## config.mk

```make
export PLATFORM = sky130hd
export DESIGN_NAME = ioe_port_core
export DESIGN_NICKNAME = d
export VERILOG_FILES = /design/src/core/ioe_pkg.sv /design/src/core/ioe_sync.sv /design/src/core/ioe_i2c_link.sv /design/src/core/ioe_port_core.sv
export SDC_FILE = /design/constraint.sdc
export NUM_CORES = 1
export LEC_CHECK = 0
export ABC_CLOCK_PERIOD_IN_PS = 4970
export BUFFER_PORTS_ARGS = -buffer_cell sky130_fd_sc_hd__clkbuf_2
export CORE_UTILIZATION = 45
export CTS_CLUSTER_SIZE = 28
export DETAILED_ROUTE_END_ITERATION = 16
export PLACE_DENSITY = 0.6
export SYNTH_ARGS = -nofsm -noshare
export SYNTH_HDL_FRONTEND = slang
export SYNTH_SLANG_ARGS = --single-unit
```

## constraint.sdc

```tcl
create_clock -name sys_clk -period 4.97 [get_ports sys_clk]
set_input_delay 0.497 -clock sys_clk [delete_from_list [all_inputs] [get_ports sys_clk]]
set_output_delay 0.497 -clock sys_clk [all_outputs]
set_load 0.02 [all_outputs]
```

## src/core/ioe_pkg.sv

```systemverilog
// Shared constants, field positions and carrier types of the port expander core
package ioe_pkg;
  // Register command addresses
  localparam logic [7:0] ADR_INPUT = 8'h00;
  localparam logic [7:0] ADR_PH0 = 8'h01;
  localparam logic [7:0] ADR_DIR = 8'h03;
  localparam logic [7:0] ADR_PH1 = 8'h09;
  localparam logic [7:0] ADR_MASTER = 8'h0E;
  localparam logic [7:0] ADR_SETUP = 8'h0F;
  localparam logic [7:0] ADR_INT0 = 8'h10;
  localparam logic [7:0] ADR_INT3 = 8'h13;
  localparam logic [7:0] INT_GROUP_MASK = 8'hFC;
  // Power-up values
  localparam logic [7:0] RST_PH0 = 8'hFF;
  localparam logic [7:0] RST_DIR = 8'hFF;
  localparam logic [7:0] RST_PH1 = 8'hFF;
  localparam logic [7:0] RST_MASTER = 8'h0F;
  localparam logic [5:0] RST_SETUP = 6'h0C;
  localparam logic [7:0] RST_INT = 8'hFF;
  localparam logic [7:0] RST_PTR = 8'h00;
  // Setup register bit positions
  localparam int CFG_BLINK = 0;
  localparam int CFG_FLIP = 1;
  localparam int CFG_GLOBAL = 2;
  localparam int CFG_IRQEN = 3;
  localparam int CFG_LVL0 = 4;
  localparam int CFG_LVL1 = 5;
  localparam int CFG_ZERO = 6;
  localparam int CFG_FLAG = 7;
  // Timing counts
  localparam logic [1:0] INIT_SNAP = 2'h2;
  localparam logic [1:0] INIT_DONE = 2'h3;
  localparam logic [3:0] BYTE_BITS = 4'h8;
  localparam int SYNC_W = 17;

  // Byte received from the serial link
  typedef struct packed {
    logic valid;
    logic first;
    logic [7:0] data;
  } ioe_rx_s;

  // Read data requests from the serial link
  typedef struct packed {
    logic load;
    logic next;
  } ioe_tx_s;

  // Serial slave states, Gray coded along the usual path
  typedef enum logic [2:0] {
    LK_IDLE = 3'h0,
    LK_ADDR = 3'h1,
    LK_ACKA = 3'h3,
    LK_RX = 3'h2,
    LK_ACKW = 3'h6,
    LK_TX = 3'h7,
    LK_ACKR = 3'h5
  } ioe_link_e;
endpackage

```

## src/core/ioe_sync.sv

```systemverilog
// Two-flop synchroniser for pins and the serial link lines
`timescale 1ns/1ps
module ioe_sync import ioe_pkg::*; #(
  parameter int W = SYNC_W
) (
  input wire logic sys_clk, // System clock
  input wire logic arst_n, // Asynchronous reset
  input wire logic [W-1:0] d, // Asynchronous inputs
  output logic [W-1:0] q // Synchronised outputs
);
  typedef struct packed {
    logic [W-1:0] s1;
    logic [W-1:0] s2;
  } ioe_sync_s;

  ioe_sync_s r;
  ioe_sync_s n;

  // First stage feeds only the second stage
  always_comb begin
    n.s1 = d;
    n.s2 = r.s1;
  end

  always_ff @(posedge sys_clk or negedge arst_n) begin
    if (!arst_n) begin
      r <= '0;
    end else begin
      r <= n;
    end
  end

  assign q = r.s2;
endmodule

```

## src/core/ioe_i2c_link.sv

```systemverilog
// Two-wire serial slave: framing, address match, acknowledge and byte strobes
`timescale 1ns/1ps
module ioe_i2c_link import ioe_pkg::*; (
  input wire logic sys_clk, // System clock
  input wire logic arst_n, // Asynchronous reset
  input wire logic sclS, // Synchronised serial clock
  input wire logic sdaS, // Synchronised serial data
  input wire logic [6:0] devAddr, // Own slave address
  input wire logic [7:0] txData, // Next byte to send
  output ioe_rx_s rx, // Received byte strobe
  output ioe_tx_s txReq, // Read data requests
  output logic stopEv, // Stop seen
  output logic sdaOe // Pull data line low
);
  typedef struct packed {
    ioe_link_e st;
    logic sclP;
    logic sdaP;
    logic [3:0] cnt;
    logic [7:0] sh;
    logic rw;
    logic first;
    logic ack;
    logic oe;
    ioe_rx_s rx;
    ioe_tx_s tx;
    logic stop;
  } ioe_lnk_s;

  ioe_lnk_s r;
  ioe_lnk_s n;
  logic rise;
  logic fall;
  logic startC;
  logic stopC;

  // Edges are found by the system clock on the sampled lines
  assign rise = sclS & ~r.sclP;
  assign fall = ~sclS & r.sclP;
  assign startC = sclS & r.sclP & r.sdaP & ~sdaS;
  assign stopC = sclS & r.sclP & ~r.sdaP & sdaS;

  // Slave sequence; a start anywhere restarts address reception
  always_comb begin
    n = r;
    n.sclP = sclS;
    n.sdaP = sdaS;
    n.rx.valid = 1'b0;
    n.tx = '0;
    n.stop = 1'b0;
    if (startC) begin
      n.st = LK_ADDR;
      n.cnt = '0;
      n.oe = 1'b0;
      n.first = 1'b1;
    end else if (stopC) begin
      n.st = LK_IDLE;
      n.oe = 1'b0;
      n.stop = 1'b1;
    end else begin
      case (r.st)
        LK_IDLE: begin
          n.oe = 1'b0;
        end
        LK_ADDR, LK_RX: begin
          if (rise) begin
            n.sh = {r.sh[6:0], sdaS};
            n.cnt = 4'(r.cnt + 4'h1);
          end else if (fall && r.cnt == BYTE_BITS) begin
            n.oe = 1'b1;
            if (r.st == LK_RX) begin
              n.rx.valid = 1'b1;
              n.rx.first = r.first;
              n.rx.data = r.sh;
              n.first = 1'b0;
              n.st = LK_ACKW;
            end else if (r.sh[7:1] == devAddr) begin
              n.rw = r.sh[0];
              n.tx.load = r.sh[0];
              n.st = LK_ACKA;
            end else begin
              n.oe = 1'b0;
              n.st = LK_IDLE;
            end
          end
        end
        LK_ACKA, LK_ACKW: begin
          if (fall) begin
            n.cnt = '0;
            if (r.st == LK_ACKA && r.rw) begin
              n.sh = txData;
              n.oe = ~txData[7];
              n.st = LK_TX;
            end else begin
              n.oe = 1'b0;
              n.st = LK_RX;
            end
          end
        end
        LK_TX: begin
          if (rise) begin
            n.cnt = 4'(r.cnt + 4'h1);
          end else if (fall) begin
            if (r.cnt == BYTE_BITS) begin
              n.oe = 1'b0;
              n.st = LK_ACKR;
            end else begin
              n.sh = {r.sh[6:0], 1'b0};
              n.oe = ~r.sh[6];
            end
          end
        end
        LK_ACKR: begin
          if (rise) begin
            n.ack = ~sdaS;
            n.tx.next = 1'b1;
          end else if (fall) begin
            n.cnt = '0;
            if (r.ack) begin
              n.sh = txData;
              n.oe = ~txData[7];
              n.st = LK_TX;
            end else begin
              n.st = LK_IDLE;
            end
          end
        end
        default: begin
          n.st = LK_IDLE;
          n.oe = 1'b0;
        end
      endcase
    end
  end

  always_ff @(posedge sys_clk or negedge arst_n) begin
    if (!arst_n) begin
      r <= '{st: LK_IDLE, sclP: 1'b1, sdaP: 1'b1, default: '0};
    end else begin
      r <= n;
    end
  end

  assign rx = r.rx;
  assign txReq = r.tx;
  assign stopEv = r.stop;
  assign sdaOe = r.oe;
endmodule

```

## src/core/ioe_port_core.sv

```systemverilog
// Register core of the eight-port expander with change detection and shared ninth pin
// Notes on behaviour
// - First data byte of a write goes to the commanded register, later ones auto-incremented.
// - Pointer holds at 00,01,03,09,0E,0F; cycles 10 to 13 then back to 10.
// - Reads start at the stored pointer and advance it after every byte read.
// - Stop right after the command byte only updates the pointer.
// - Power-up values: ones in 01,03,09,10-13; 0E is 0F; setup is 0C.
// - Direction bit one makes a port an input, zero an output.
// - Address 00 returns live pin levels of all ports; writes there are dropped.
// - Reading address 00 or writing setup captures the port snapshot.
// - Any input port differing from its snapshot raises the change condition.
// - The condition clears when inputs return or the snapshot is refreshed.
// - Snapshot is taken right after reset so valid pins raise no change.
// - Setup D3 set makes the ninth pin the change output, else a general output.
// - Setup D7 reads the change flag, D6 reads zero; change output pulls low.
// - As general output the ninth pin follows D4, or D5 in blink phase one.
// - D0 enables blink; then D1 picks phase one register, else phase zero.
// - D2 set gives all ports the low nibble of 0E, else per-port nibbles.
// - The ninth pin takes its intensity from the low nibble of 0E.
`timescale 1ns/1ps
module ioe_port_core import ioe_pkg::*; (
  input wire logic sys_clk, // System clock, 20 MHz
  input wire logic arst_n, // Asynchronous reset, active low
  input wire logic sclIn, // Serial clock pin
  input wire logic sdaIn, // Serial data pin level
  output logic sdaOut, // Serial data drive value
  output logic sdaOe, // Serial data pull-low enable
  input wire logic [6:0] devAddr, // Slave address straps
  input wire logic [7:0] portIn, // Port pin levels
  output logic [7:0] portOut, // Port drive values
  output logic [7:0] portOe, // Port pull-low enables
  output logic ninthOut, // Ninth pin drive value
  output logic ninthOe, // Ninth pin pull-low enable
  output logic [7:0][3:0] portIntensity, // Per-port PWM setting
  output logic [3:0] ninthIntensity, // Ninth pin PWM setting
  output logic [3:0] masterIntensity // Master PWM gate setting
);
  typedef struct packed {
    logic [7:0] ptr;
    logic [7:0] ph0;
    logic [7:0] dir;
    logic [7:0] ph1;
    logic [7:0] master;
    logic [5:0] setup;
    logic [3:0][7:0] intens;
    logic [7:0] snap;
    logic [7:0] txData;
    logic [1:0] initCnt;
    logic [7:0] portOe;
    logic ninthOe;
    logic [7:0][3:0] portInt;
    logic [3:0] ninthInt;
  } ioe_core_s;

  localparam ioe_core_s CORE_RST = '{
    ptr: RST_PTR, ph0: RST_PH0, dir: RST_DIR, ph1: RST_PH1, master: RST_MASTER,
    setup: RST_SETUP, intens: {4{RST_INT}}, default: '0};

  ioe_core_s r;
  ioe_core_s n;
  logic [SYNC_W-1:0] syncQ;
  logic [7:0] pinS;
  logic [6:0] addrS;
  logic sclS;
  logic sdaS;
  ioe_rx_s rx;
  ioe_tx_s txReq;
  logic changed;
  logic phaseOne;
  logic gpoLevel;
  logic [7:0] outSel;
  logic [7:0] portLow;
  logic [7:0][3:0] portNib;

  // Every outside level passes two flops before use
  ioe_sync #(.W(SYNC_W)) u_sync (
    .sys_clk(sys_clk),
    .arst_n(arst_n),
    .d({devAddr, portIn, ~sdaIn, ~sclIn}),
    .q(syncQ)
  );
  // Link lines pass inverted, so cleared flops read as a released bus and no false edge follows reset
  assign {addrS, pinS} = syncQ[SYNC_W-1:2];
  assign sdaS = ~syncQ[1];
  assign sclS = ~syncQ[0];

  ioe_i2c_link u_link (
    .sys_clk(sys_clk),
    .arst_n(arst_n),
    .sclS(sclS),
    .sdaS(sdaS),
    .devAddr(addrS),
    .txData(r.txData),
    .rx(rx),
    .txReq(txReq),
    .stopEv(),
    .sdaOe(sdaOe)
  );

  // Address holds a register
  function automatic logic mapped(input logic [7:0] a);
    mapped = (a == ADR_INPUT) || (a == ADR_PH0) || (a == ADR_DIR) || (a == ADR_PH1) ||
             (a == ADR_MASTER) || (a == ADR_SETUP) || ((a & INT_GROUP_MASK) == ADR_INT0);
  endfunction

  // Only the intensity group advances; everything else holds
  function automatic logic [7:0] nextPtr(input logic [7:0] a);
    if ((a & INT_GROUP_MASK) == ADR_INT0) begin
      nextPtr = {ADR_INT0[7:2], 2'(a[1:0] + 2'h1)};
    end else begin
      nextPtr = a;
    end
  endfunction

  // Read mux; unmapped addresses give zero
  function automatic logic [7:0] rdVal(input logic [7:0] a, input ioe_core_s s,
                                       input logic [7:0] pins, input logic chg);
    rdVal = 8'h00;
    if (a == ADR_INPUT) begin
      rdVal = pins;
    end else if (a == ADR_PH0) begin
      rdVal = s.ph0;
    end else if (a == ADR_DIR) begin
      rdVal = s.dir;
    end else if (a == ADR_PH1) begin
      rdVal = s.ph1;
    end else if (a == ADR_MASTER) begin
      rdVal = s.master;
    end else if (a == ADR_SETUP) begin
      rdVal = {chg, 1'b0, s.setup};
    end else if ((a & INT_GROUP_MASK) == ADR_INT0) begin
      rdVal = s.intens[a[1:0]];
    end
  endfunction

  // Change detection on input-configured ports only
  // Held off until the power-up snapshot exists, since the pin flops clear to zero
  assign changed = (r.initCnt == INIT_DONE) && (|((pinS ^ r.snap) & r.dir));

  // Blink phase selection for ports and the ninth pin
  assign phaseOne = r.setup[CFG_BLINK] & r.setup[CFG_FLIP];
  assign outSel = phaseOne ? r.ph1 : r.ph0;
  assign gpoLevel = phaseOne ? r.setup[CFG_LVL1] : r.setup[CFG_LVL0];

  // Per-port drive and intensity source
  for (genvar gi = 0; gi < 8; gi++) begin : g_port
    assign portLow[gi] = ~r.dir[gi] & ~outSel[gi];
    assign portNib[gi] = r.setup[CFG_GLOBAL] ? r.master[3:0] :
                         r.intens[gi / 2][(gi % 2) * 4 +: 4];
  end

  // Register writes, pointer handling, snapshot and pin drive
  always_comb begin
    n = r;
    if (r.initCnt != INIT_DONE) begin
      n.initCnt = 2'(r.initCnt + 2'h1);
      if (r.initCnt == INIT_SNAP) begin
        n.snap = pinS;
      end
    end
    if (rx.valid) begin
      if (rx.first) begin
        n.ptr = rx.data;
      end else if (mapped(r.ptr)) begin
        n.ptr = nextPtr(r.ptr);
        if (r.ptr == ADR_PH0) begin
          n.ph0 = rx.data;
        end else if (r.ptr == ADR_DIR) begin
          n.dir = rx.data;
        end else if (r.ptr == ADR_PH1) begin
          n.ph1 = rx.data;
        end else if (r.ptr == ADR_MASTER) begin
          n.master = rx.data;
        end else if (r.ptr == ADR_SETUP) begin
          n.setup = rx.data[5:0];
          n.snap = pinS;
        end else if (r.ptr != ADR_INPUT) begin
          n.intens[r.ptr[1:0]] = rx.data;
        end
      end
    end
    // Read data is prefetched so the link has it before the next falling edge
    if (txReq.load) begin
      n.txData = rdVal(r.ptr, r, pinS, changed);
      if (r.ptr == ADR_INPUT) begin
        n.snap = pinS;
      end
    end else if (txReq.next) begin
      n.ptr = nextPtr(r.ptr);
      n.txData = rdVal(nextPtr(r.ptr), r, pinS, changed);
      if (nextPtr(r.ptr) == ADR_INPUT) begin
        n.snap = pinS;
      end
    end
    n.portOe = portLow;
    n.ninthOe = r.setup[CFG_IRQEN] ? changed : ~gpoLevel;
    n.portInt = portNib;
    n.ninthInt = r.master[3:0];
  end

  always_ff @(posedge sys_clk or negedge arst_n) begin
    if (!arst_n) begin
      r <= CORE_RST;
    end else begin
      r <= n;
    end
  end

  // Open-drain pins only ever pull low
  assign sdaOut = 1'b0;
  assign portOut = 8'h00;
  assign ninthOut = 1'b0;
  assign portOe = r.portOe;
  assign ninthOe = r.ninthOe;
  assign portIntensity = r.portInt;
  assign ninthIntensity = r.ninthInt;
  assign masterIntensity = r.master[7:4];
endmodule

```

* Word level (Yosys, flattened, before mapping)
Index checks and enable logic that the tools add are counted.
** Storage, ports and cells
- Bits in latches :: 0
- ROM bits :: 0
- Register bits :: 208
- Memory bits (writable) :: 0
- Logic and storage cells :: 305
- Output and inout port bits :: 60
- Memories kept :: 0
** Operators by class
- Div/mod/pow operators :: 0
- Bitwise operators :: 53
- Reductions and logical operators :: 37
- Mux-type cells :: 120
- Add/sub/neg operators :: 3
- Shifts and indexed selects :: 0
- Magnitude comparators :: 3
- Multipliers :: 0
- Equality and inequality tests :: 49
** Operators with widths (count)
- 2-to-1 mux 8 bit :: 38
- 2-to-1 mux 86 bit :: 2
- 2-to-1 mux 12 bit :: 7
- 2-to-1 mux 78 bit :: 1
- 2-to-1 mux 70 bit :: 1
- 2-to-1 mux 32 bit :: 2
- 2-to-1 mux 62 bit :: 1
- 2-to-1 mux 54 bit :: 1
- equality test 8 x 4 -> 1 bit, second input constant :: 6
- case mux 12 bit (4 select lines) :: 1
- 2-to-1 mux 46 bit :: 1
- 2-to-1 mux 4 bit :: 10
- 2-to-1 mux 3 bit :: 13
- NOT 1 bit :: 35
- binary-select mux 8 bit (select 2 bit) :: 2
- bitwise mux 32 bit :: 1
- 2-to-1 mux 16 bit :: 2
- 2-to-1 mux 1 bit :: 25
- inequality test 4 x 1 -> 1 bit, second input constant :: 6
- AND reduction 7 bit :: 3
- AND reduction 9 bit :: 2
- AND 1 bit :: 16
- demux 8 bit (select 2 bit) :: 1
- equality test 8 x 1 -> 1 bit, second input constant :: 2
- 42 further kinds :: 86

* Logic depth before layout (Yosys ltp)
Gate-level depths: netlist of the first run.
- Depth in word-level cells :: 17
- Depth in mapped cells :: 10
- Mapped depth without buffers :: 7

* Modules after synthesis
From an unflattened synthesis of the first run, not the netlist that was laid out.
** Second synthesis, totals
- Cells, all modules :: 944
- Area, all modules :: 10567.6 um2
** By module, submodules not included
- ioe_port_core :: sequential area each 3606.0 um2, cells each 712, area an instance 7707.4 um2, times used 1
- ioe_i2c_link :: sequential area each 853.3 um2, cells each 198, area an instance 2009.4 um2, times used 1
- ioe_sync :: sequential area each 850.8 um2, cells each 34, area an instance 850.8 um2, times used 1

* Worst setup path before layout of the first run
Ideal clock, no wire load.
- Kind :: reg2reg
- Start :: register r[134] in the netlist's numbering
- End :: register r[52] in the netlist's numbering
- Arrival :: 2.639 ns
- Clock period less this slack :: 2.775 ns
- Stages on the path, launching flop included :: 9
- Setup slack :: 2.195 ns
- Cell sequence :: dfrtp_1 > clkbuf_1 > inv_1 > ha_1 > buf_1 > mux4_2 > a22o_1 > a221oi_1 > o22ai_1
** Between the ends
- Word-level cells in the longest chain between the ends :: 15
- Elaborated cells between the ends (all ways) :: 36
** RTL lines
- start: declaration :: RTL line ioe_port_core.sv:59 : ioe_core_s r;
- start signal: assignment :: RTL line ioe_port_core.sv:205 : r <= n;
- adder 2 x 1 -> 2 bit :: RTL line ioe_port_core.sv:109 : nextPtr = {ADR_INT0[7:2], 2'(a[1:0] + 2'h1)};
- 2-to-1 mux 8 bit
- 2-to-1 mux 8 bit :: RTL line ioe_port_core.sv:188 : end else if (txReq.next) begin
- 2-to-1 mux 8 bit :: RTL line ioe_port_core.sv:183 : if (txReq.load) begin
- binary-select mux 8 bit (select 2 bit) :: RTL line ioe_port_core.sv:132 : rdVal = s.intens[a[1:0]];
- 2-to-1 mux 8 bit (not written as such) :: RTL line ioe_port_core.sv:132
- 2-to-1 mux 8 bit :: RTL line ioe_port_core.sv:131 : end else if ((a & INT_GROUP_MASK) == ADR_INT0) begin
- 2-to-1 mux 8 bit :: RTL line ioe_port_core.sv:129 : end else if (a == ADR_SETUP) begin
- 2-to-1 mux 8 bit :: RTL line ioe_port_core.sv:127 : end else if (a == ADR_MASTER) begin
- 2-to-1 mux 8 bit :: RTL line ioe_port_core.sv:125 : end else if (a == ADR_PH1) begin
- 2-to-1 mux 8 bit :: RTL line ioe_port_core.sv:123 : end else if (a == ADR_DIR) begin
- 2-to-1 mux 8 bit :: RTL line ioe_port_core.sv:121 : end else if (a == ADR_PH0) begin
- 2-to-1 mux 8 bit :: RTL line ioe_port_core.sv:119 : if (a == ADR_INPUT) begin
- 2-to-1 mux 16 bit :: RTL line ioe_port_core.sv:188
- 2-to-1 mux 16 bit (*) :: RTL line ioe_port_core.sv:183
Every way passes the cells marked *; elsewhere a longest branch is shown, timed or not. The select of a mux whose other input is x is not followed.
A chain may end at the register's enable or synchronous reset.

* Worst setup path in the final report of the first run
- Start :: register r[133] in the netlist's numbering
- End :: register r[50] in the netlist's numbering
Same word-level chain as after synthesis.

==> impl_metrics.json, run 1 <==
{
  "ys_types": 74,
  "area_delta_synth_final_pct": 9.29,
  "antenna_found_initial": 1,
  "cp.arrival_ns": 3.72,
  "port_buffers": 68,
  "dp_hpwl_mm": 18.6,
  "ir_worst_vdd_mv": 0.286,
  "clock_path_buffers": 3,
  "die_w_um": 154,
  "critPathLaunchType": "flip-flop",
  "drc_errors": 0,
  "clock.fmax_mhz": 303,
  "via_per_inst": 5.86,
  "synthArstFlopShare_pct": 100,
  "cts-root-buf": "clkbuf_16",
  "end_kind": "flip-flop",
  "hp-class": "input port to flip-flop",
  "clkTransAtPathRegs_ns": 0.07,
  "finalCritPeriodShare_pct": 66.5,
  "clk_latency_ns": 0.53,
  "synth-seq-cells": 208,
  "start_util_pct": 46.0,
  "final_layout_size_suffix_gt1_share_pct": 33.1,
  "rsz0062_at_grt": "false",
  "avgSynthCellArea_um2": 11.2,
  "power_leakage_uw": 0.00492,
  "place_congestion": 1.03,
  "overflow": 0,
  "rows": 55,
  "drt-wirelength-per-cell_um": 22.0,
  "path_class": "flip-flop to flip-flop",
  "grt_use_total_pct": 23.1,
  "grt_max_degree": 120,
  "die_y_um": 154,
  "die_area_mm2": 0.0238,
  "io_pins": 79,
  "ant_nets": 0,
  "status": "finished, final reports clean",
  "nets": 956,
  "totalWireLength_mm": 27.1,
  "cap_viol_max_count": 0,
  "max-slew-margin-rel_pct": 31.8,
  "ys_warn_count": 0,
  "final_cell_mix": "dfrtp_1 (144), mux2_2 (107), o21ai_0 (74)",
  "min_period_ns": 3.30,
  "total_power_uw": 3710,
  "worst_r2r_path_depth": 6,
  "startpoint": "r[133]",
  "grt_pass1_vias": 6849,
  "worstHoldStart": "devAddr[2]",
  "firstDrtPassIters": 6,
  "setup_viol": 0,
  "drtIter0Drc": 743,
  "tightest_slew_ns": 1.02,
  "fin_tns_setup_ns": 0,
  "htree_levels": 1,
  "hold_viol_final": 0,
  "whs_path_depth": 1,
  "num_vias": 7218,
  "syn_inst": 933,
  "crit_required_ns": 5.39,
  "synth_area_leaders": "dfrtp_1 (35%), dfstp_2 (16%), mux2_2 (12%), buf_4 (4.2%), o21ai_0 (3.5%)",
  "cts_tree": "done",
  "synth_seq_area_share_pct": 50.6,
  "fin_skew_ns": 0.0159,
  "dp.cells": 1189,
  "slew_viol_final": 0,
  "fin_cells": 1231,
  "hold_buffers": 0,
  "netlist_area_mm2": 0.0104,
  "reg2reg_from": "r[133]",
  "core_mm2": 0.0227,
  "cts_setup_buffers": 0,
  "cts.sinks": 208,
  "cts_buffers": 23,
  "diodes": 0,
  "synth-edff-count": 0,
  "cts_resized": 0,
  "p_per_area_mw_per_mm2": 325,
  "yosysTopAreaCell": "dfrtp_1",
  "layout_commonest_cell": "dfrtp_1",
  "grt_first_pass_wirelength_mm": 41.7,
  "yosysTopAreaCellShare_pct": 34.5,
  "cp_max_fo": 16,
  "ys.flop_type": "dfrtp_1"
}
[power breakdown]
part	total, µW	leakage (µW)	switching (µW)	internal (µW)
sequential	1750	0.00251	23.9	1720
clock	1860	0.000406	689	1170
combinational	97.0	0.00200	64.9	32.1
total	3710	0.00492	778	2930
[final cells by class]
type	count	area [µm²]
fill	2062	11300
sequential	208	5290
multi-input combinational	563	4310
clock buffer	33	653
timing repair buffer	79	432
tap	285	357
inverter	54	203
clock inverter	9	174
[metrics by stage]
stage	hold WS [ns]	area, µm²	setup WS (ns)	utilization, %
after floorplan	0.201	10500	2.20	-
after global placement	0.331	10600	1.72	46.6
after detailed placement	0.335	10600	1.63	46.6
after CTS	0.0632	11400	1.62	50.3
after global routing	0.0631	11400	1.41	50.3
final	0.0792	11400	1.67	50.3
[Yosys cell counts, types with 7 or more instances]
library cell and instances:
and3_1 13, a32o_1 8, o22ai_1 8, a21oi_1 27
nor2_1 29, mux2_2 107, o21ai_0 74, nor4_1 7
nand3_1 23, and2_1 7, buf_2 11, dfstp_2 64
mux4_2 14, nand2_1 57, ha_1 8, nor2b_1 11
xor2_1 16, nor3_1 8, clkbuf_1 41, buf_4 58
nand2b_1 7, inv_1 54, a211oi_1 13, a31oi_1 11
dfrtp_1 144
[critical path: stages (launching register included)]
cell     delay (ns)
dfrtp_1        0.80
inv_1          0.30
ha_1           0.72
mux4_2         0.59
a32o_1         0.22
a211o_1        0.26
a311o_1        0.30
[final timing paths]
| check | slack [ns] | to |
|---|---|---|
| max in group asynchronous | 3.69 | r[119] |
| worst min-delay path | 0.08 | u_sync.n[12] |
| worst min register to register | 0.34 | u_sync.q[5] |
| min in group asynchronous | 0.12 | ninthIntensity[0] |
| worst max-delay path | 1.67 | r[50] |
| worst max register to register | 1.67 | r[50] |
[cell families after synthesis]
kind of cell	count (synthesis)	synth area share, %
AO/OA/AOI/OAI	212	13.6
XOR/XNOR	18	1.51
adder cells (fa/ha/maj)	9	1.05
buffers and inverters	171	8.51
flip-flops	208	50.6
multiplexers	127	15.1
other	1	0.0359
AND/OR/NAND/NOR	187	9.51
[layer usage]
| metal | track usage, % | part of all wire, % | vias to the layer above |
|---|---|---|---|
| li1 | - | - | 3277 |
| met1 | 31.6 | 44 | 3583 |
| met2 | 36.0 | 45 | 284 |
| met3 | 4.79 | 6.6 | 72 |
| met4 | 9.34 | 4.1 | 2 |
| met5 | 0 | 0.041 | - |
No activity file was read; power rests on OpenSTA's default activity.
==> run 2, diff against run 1 <==
--- a/config.mk
+++ b/config.mk
@@ -5,7 +5,7 @@
 export SDC_FILE = /design/constraint.sdc
 export NUM_CORES = 1
 export LEC_CHECK = 0
-export ABC_CLOCK_PERIOD_IN_PS = 4970
+export ABC_CLOCK_PERIOD_IN_PS = 3350
 export BUFFER_PORTS_ARGS = -buffer_cell sky130_fd_sc_hd__clkbuf_2
 export CORE_UTILIZATION = 45
 export CTS_CLUSTER_SIZE = 28
==> constraint.sdc (replaced) <==
create_clock -name sys_clk -period 3.35 [get_ports sys_clk]
set_input_delay 0.335 -clock sys_clk [delete_from_list [all_inputs] [get_ports sys_clk]]
set_output_delay 0.335 -clock sys_clk [all_outputs]
set_load 0.02 [all_outputs]
==> run 2 against run 1 <==
Global-route usage rose by 1.0 points. First-iteration DRC count fell by 19%. Wire length up 4.3%. Via count rose by 0.79%. Final cell count is 2.6% higher. Flip-flop and latch count unchanged. Critical path depth is 1 lower. Sequential share of layout area decreased by 1.1 points. Worst setup slack lost 1.1 ns. Sequential power increased by 48%. Clock power increased by 44%. Die area stayed put. Critical path type unchanged. Largest power group unchanged.
==> impl_metrics.json, run 2 (same netlist as run 1, synthesis figures left out) <==
{
  "status": "finished, final reports clean",
  "fin_ws_ns": 0.520,
  "worst_r2r_path_depth": 5,
  "grt_pass1_vias": 6939,
  "power_leakage_uw": 0.00505,
  "fin_skew_ns": 0.0139,
  "antenna_found_initial": 0,
  "reg2reg_from": "r[138]",
  "final_layout_size_suffix_gt1_share_pct": 33.2,
  "die_w_um": 154,
  "start_util_pct": 46.0,
  "final-seq-area_mm2": 0.00529,
  "port_buffers": 68,
  "drtIter0Drc": 602,
  "setup_viol": 0,
  "finalCritPeriodShare_pct": 84.5,
  "die_area_mm2": 0.0238,
  "core_mm2": 0.0227,
  "cts_buffers": 23,
  "grt_max_degree": 90,
  "totalWireLength_mm": 28.2,
  "endpoint": "r[62]",
  "clock.fmax_mhz": 353,
  "worstHoldStart": "u_sync.n[12]",
  "grt_first_pass_wirelength_mm": 43.0,
  "r2r_slack_ns": 0.52,
  "tightest_slew_ns": 0.805,
  "whs_path_depth": 0,
  "die_y_um": 154,
  "overflow": 0,
  "post-place-ws_ns": 0.583,
  "cp_max_fo": 15,
  "cts.sinks": 208,
  "r2r_end": "r[62]",
  "grt_use_total_pct": 24.1,
  "ant_nets": 0,
  "io_pins": 79,
  "crit_required_ns": 3.74,
  "hp-class": "flip-flop to flip-flop",
  "diodes": 0,
  "layout_commonest_cell": "dfrtp_1",
  "rows": 55,
  "path_class": "flip-flop to flip-flop",
  "cts_tree": "done",
  "num_vias": 7275,
  "cts_setup_buffers": 0,
  "clk_latency_ns": 0.52,
  "area_delta_synth_final_pct": 11.9,
  "slew_viol_final": 0,
  "final_cell_mix": "dfrtp_1 (144), mux2_2 (107), o21ai_0 (74)",
  "cp.arrival_ns": 3.22,
  "htree_levels": 1,
  "max-slew-margin-rel_pct": 46.4,
  "multi_input_area_mm2": 0.00431,
  "drt-wirelength-per-cell_um": 22.3,
  "fin_tns_setup_ns": 0,
  "drc_errors": 0,
  "startpoint": "r[138]",
  "place_congestion": 0.963,
  "cap_viol_max_count": 0,
  "end_kind": "flip-flop",
  "via_per_inst": 5.76,
  "clock_path_buffers": 3,
  "dp_hpwl_mm": 19.7,
  "cts-root-buf": "clkbuf_16",
  "nFillCells": 2074,
  "min_period_ns": 2.83,
  "rsz0062_at_grt": "false",
  "firstDrtPassIters": 5,
  "critPathLaunchType": "flip-flop",
  "nets": 988,
  "ir_worst_vdd_mv": 0.412,
  "p_per_area_mw_per_mm2": 465,
  "hold_viol_final": 0,
  "clkTransAtPathRegs_ns": 0.06
}
run 2: changes by cell type in the layout (fill, tap and decap cells not counted):
cell           before  now
clkinvlp_4          0    1
buf_4              11   23
clkinv_2            3    4
clkbuf_1            6    8
buf_12              0    2
clkbuf_8            5    1
dlygate4sd3_1       0   18
run 2: where the power goes:
group          leakage [µW]  switching (µW)  internal (µW)
registers           0.00251            34.2           2560
clock network      0.000384            1020           1660
logic               0.00216             102           64.9
total               0.00505            1150           4280
run 2: layout make-up:
| cell class | instances | share of cell area (%) |
|---|---|---|
| multi-input cells | 563 | 36.9 |
| inverters | 54 | 1.73 |
| clock inverters | 11 | 1.60 |
| repair buffers | 111 | 6.35 |
| flip-flops and latches | 208 | 45.2 |
| well taps | 285 | 3.05 |
| clock buffers | 31 | 5.18 |
run 2: layer usage:
layer  vias to the layer above  global-route usage (%)  share of wire (%)
met5                         -                       0                  0
met4                         0                    7.73                2.7
met3                        52                    4.68                7.2
met2                       327                    38.1                 46
met1                      3565                    33.5                 45
li1                       3331                       -                  -
run 2: worst max-delay path, stage by stage, from the launching register on:
cell and delay (ns):
dfrtp_1 0.42, or4_1 0.90, nor4b_4 0.46, and2_1 0.48, a211oi_4 0.14, mux2_2 0.30
run 2: through the flow:
stage | instance area [µm²] | std cells | hold WS [ns] | util (%) | total power (µW)
finish | 11700 | 1263 | 0.343 | 51.5 | 5430
floorplan | 10500 | 942 | 0.0394 | - | 2710
global route | 11700 | 1263 | 0.352 | 51.5 | 5620
CTS | 11700 | 1263 | 0.348 | 51.5 | 5510
global placement | 10700 | 1203 | 0.332 | 47.2 | 2780
detailed placement | 10700 | 1203 | 0.335 | 47.2 | 2790
run 2: worst min-delay path by stage:
stage                                     to  slack (ns)
final                           u_sync.q[12]        0.34
after CTS                        u_sync.q[8]        0.35
after global routing             u_sync.q[8]        0.35
after global placement           u_sync.q[5]        0.33
after detailed placement        u_sync.q[15]        0.33
after floorplan           masterIntensity[0]        0.04
run 2: timing repair:
action / in CTS / in global routing
resized for setup: 0 / 0
hold endpoints to repair: 79 / 0
hold buffers: 18 / 0
endpoints found under the setup margin: 0 / 0
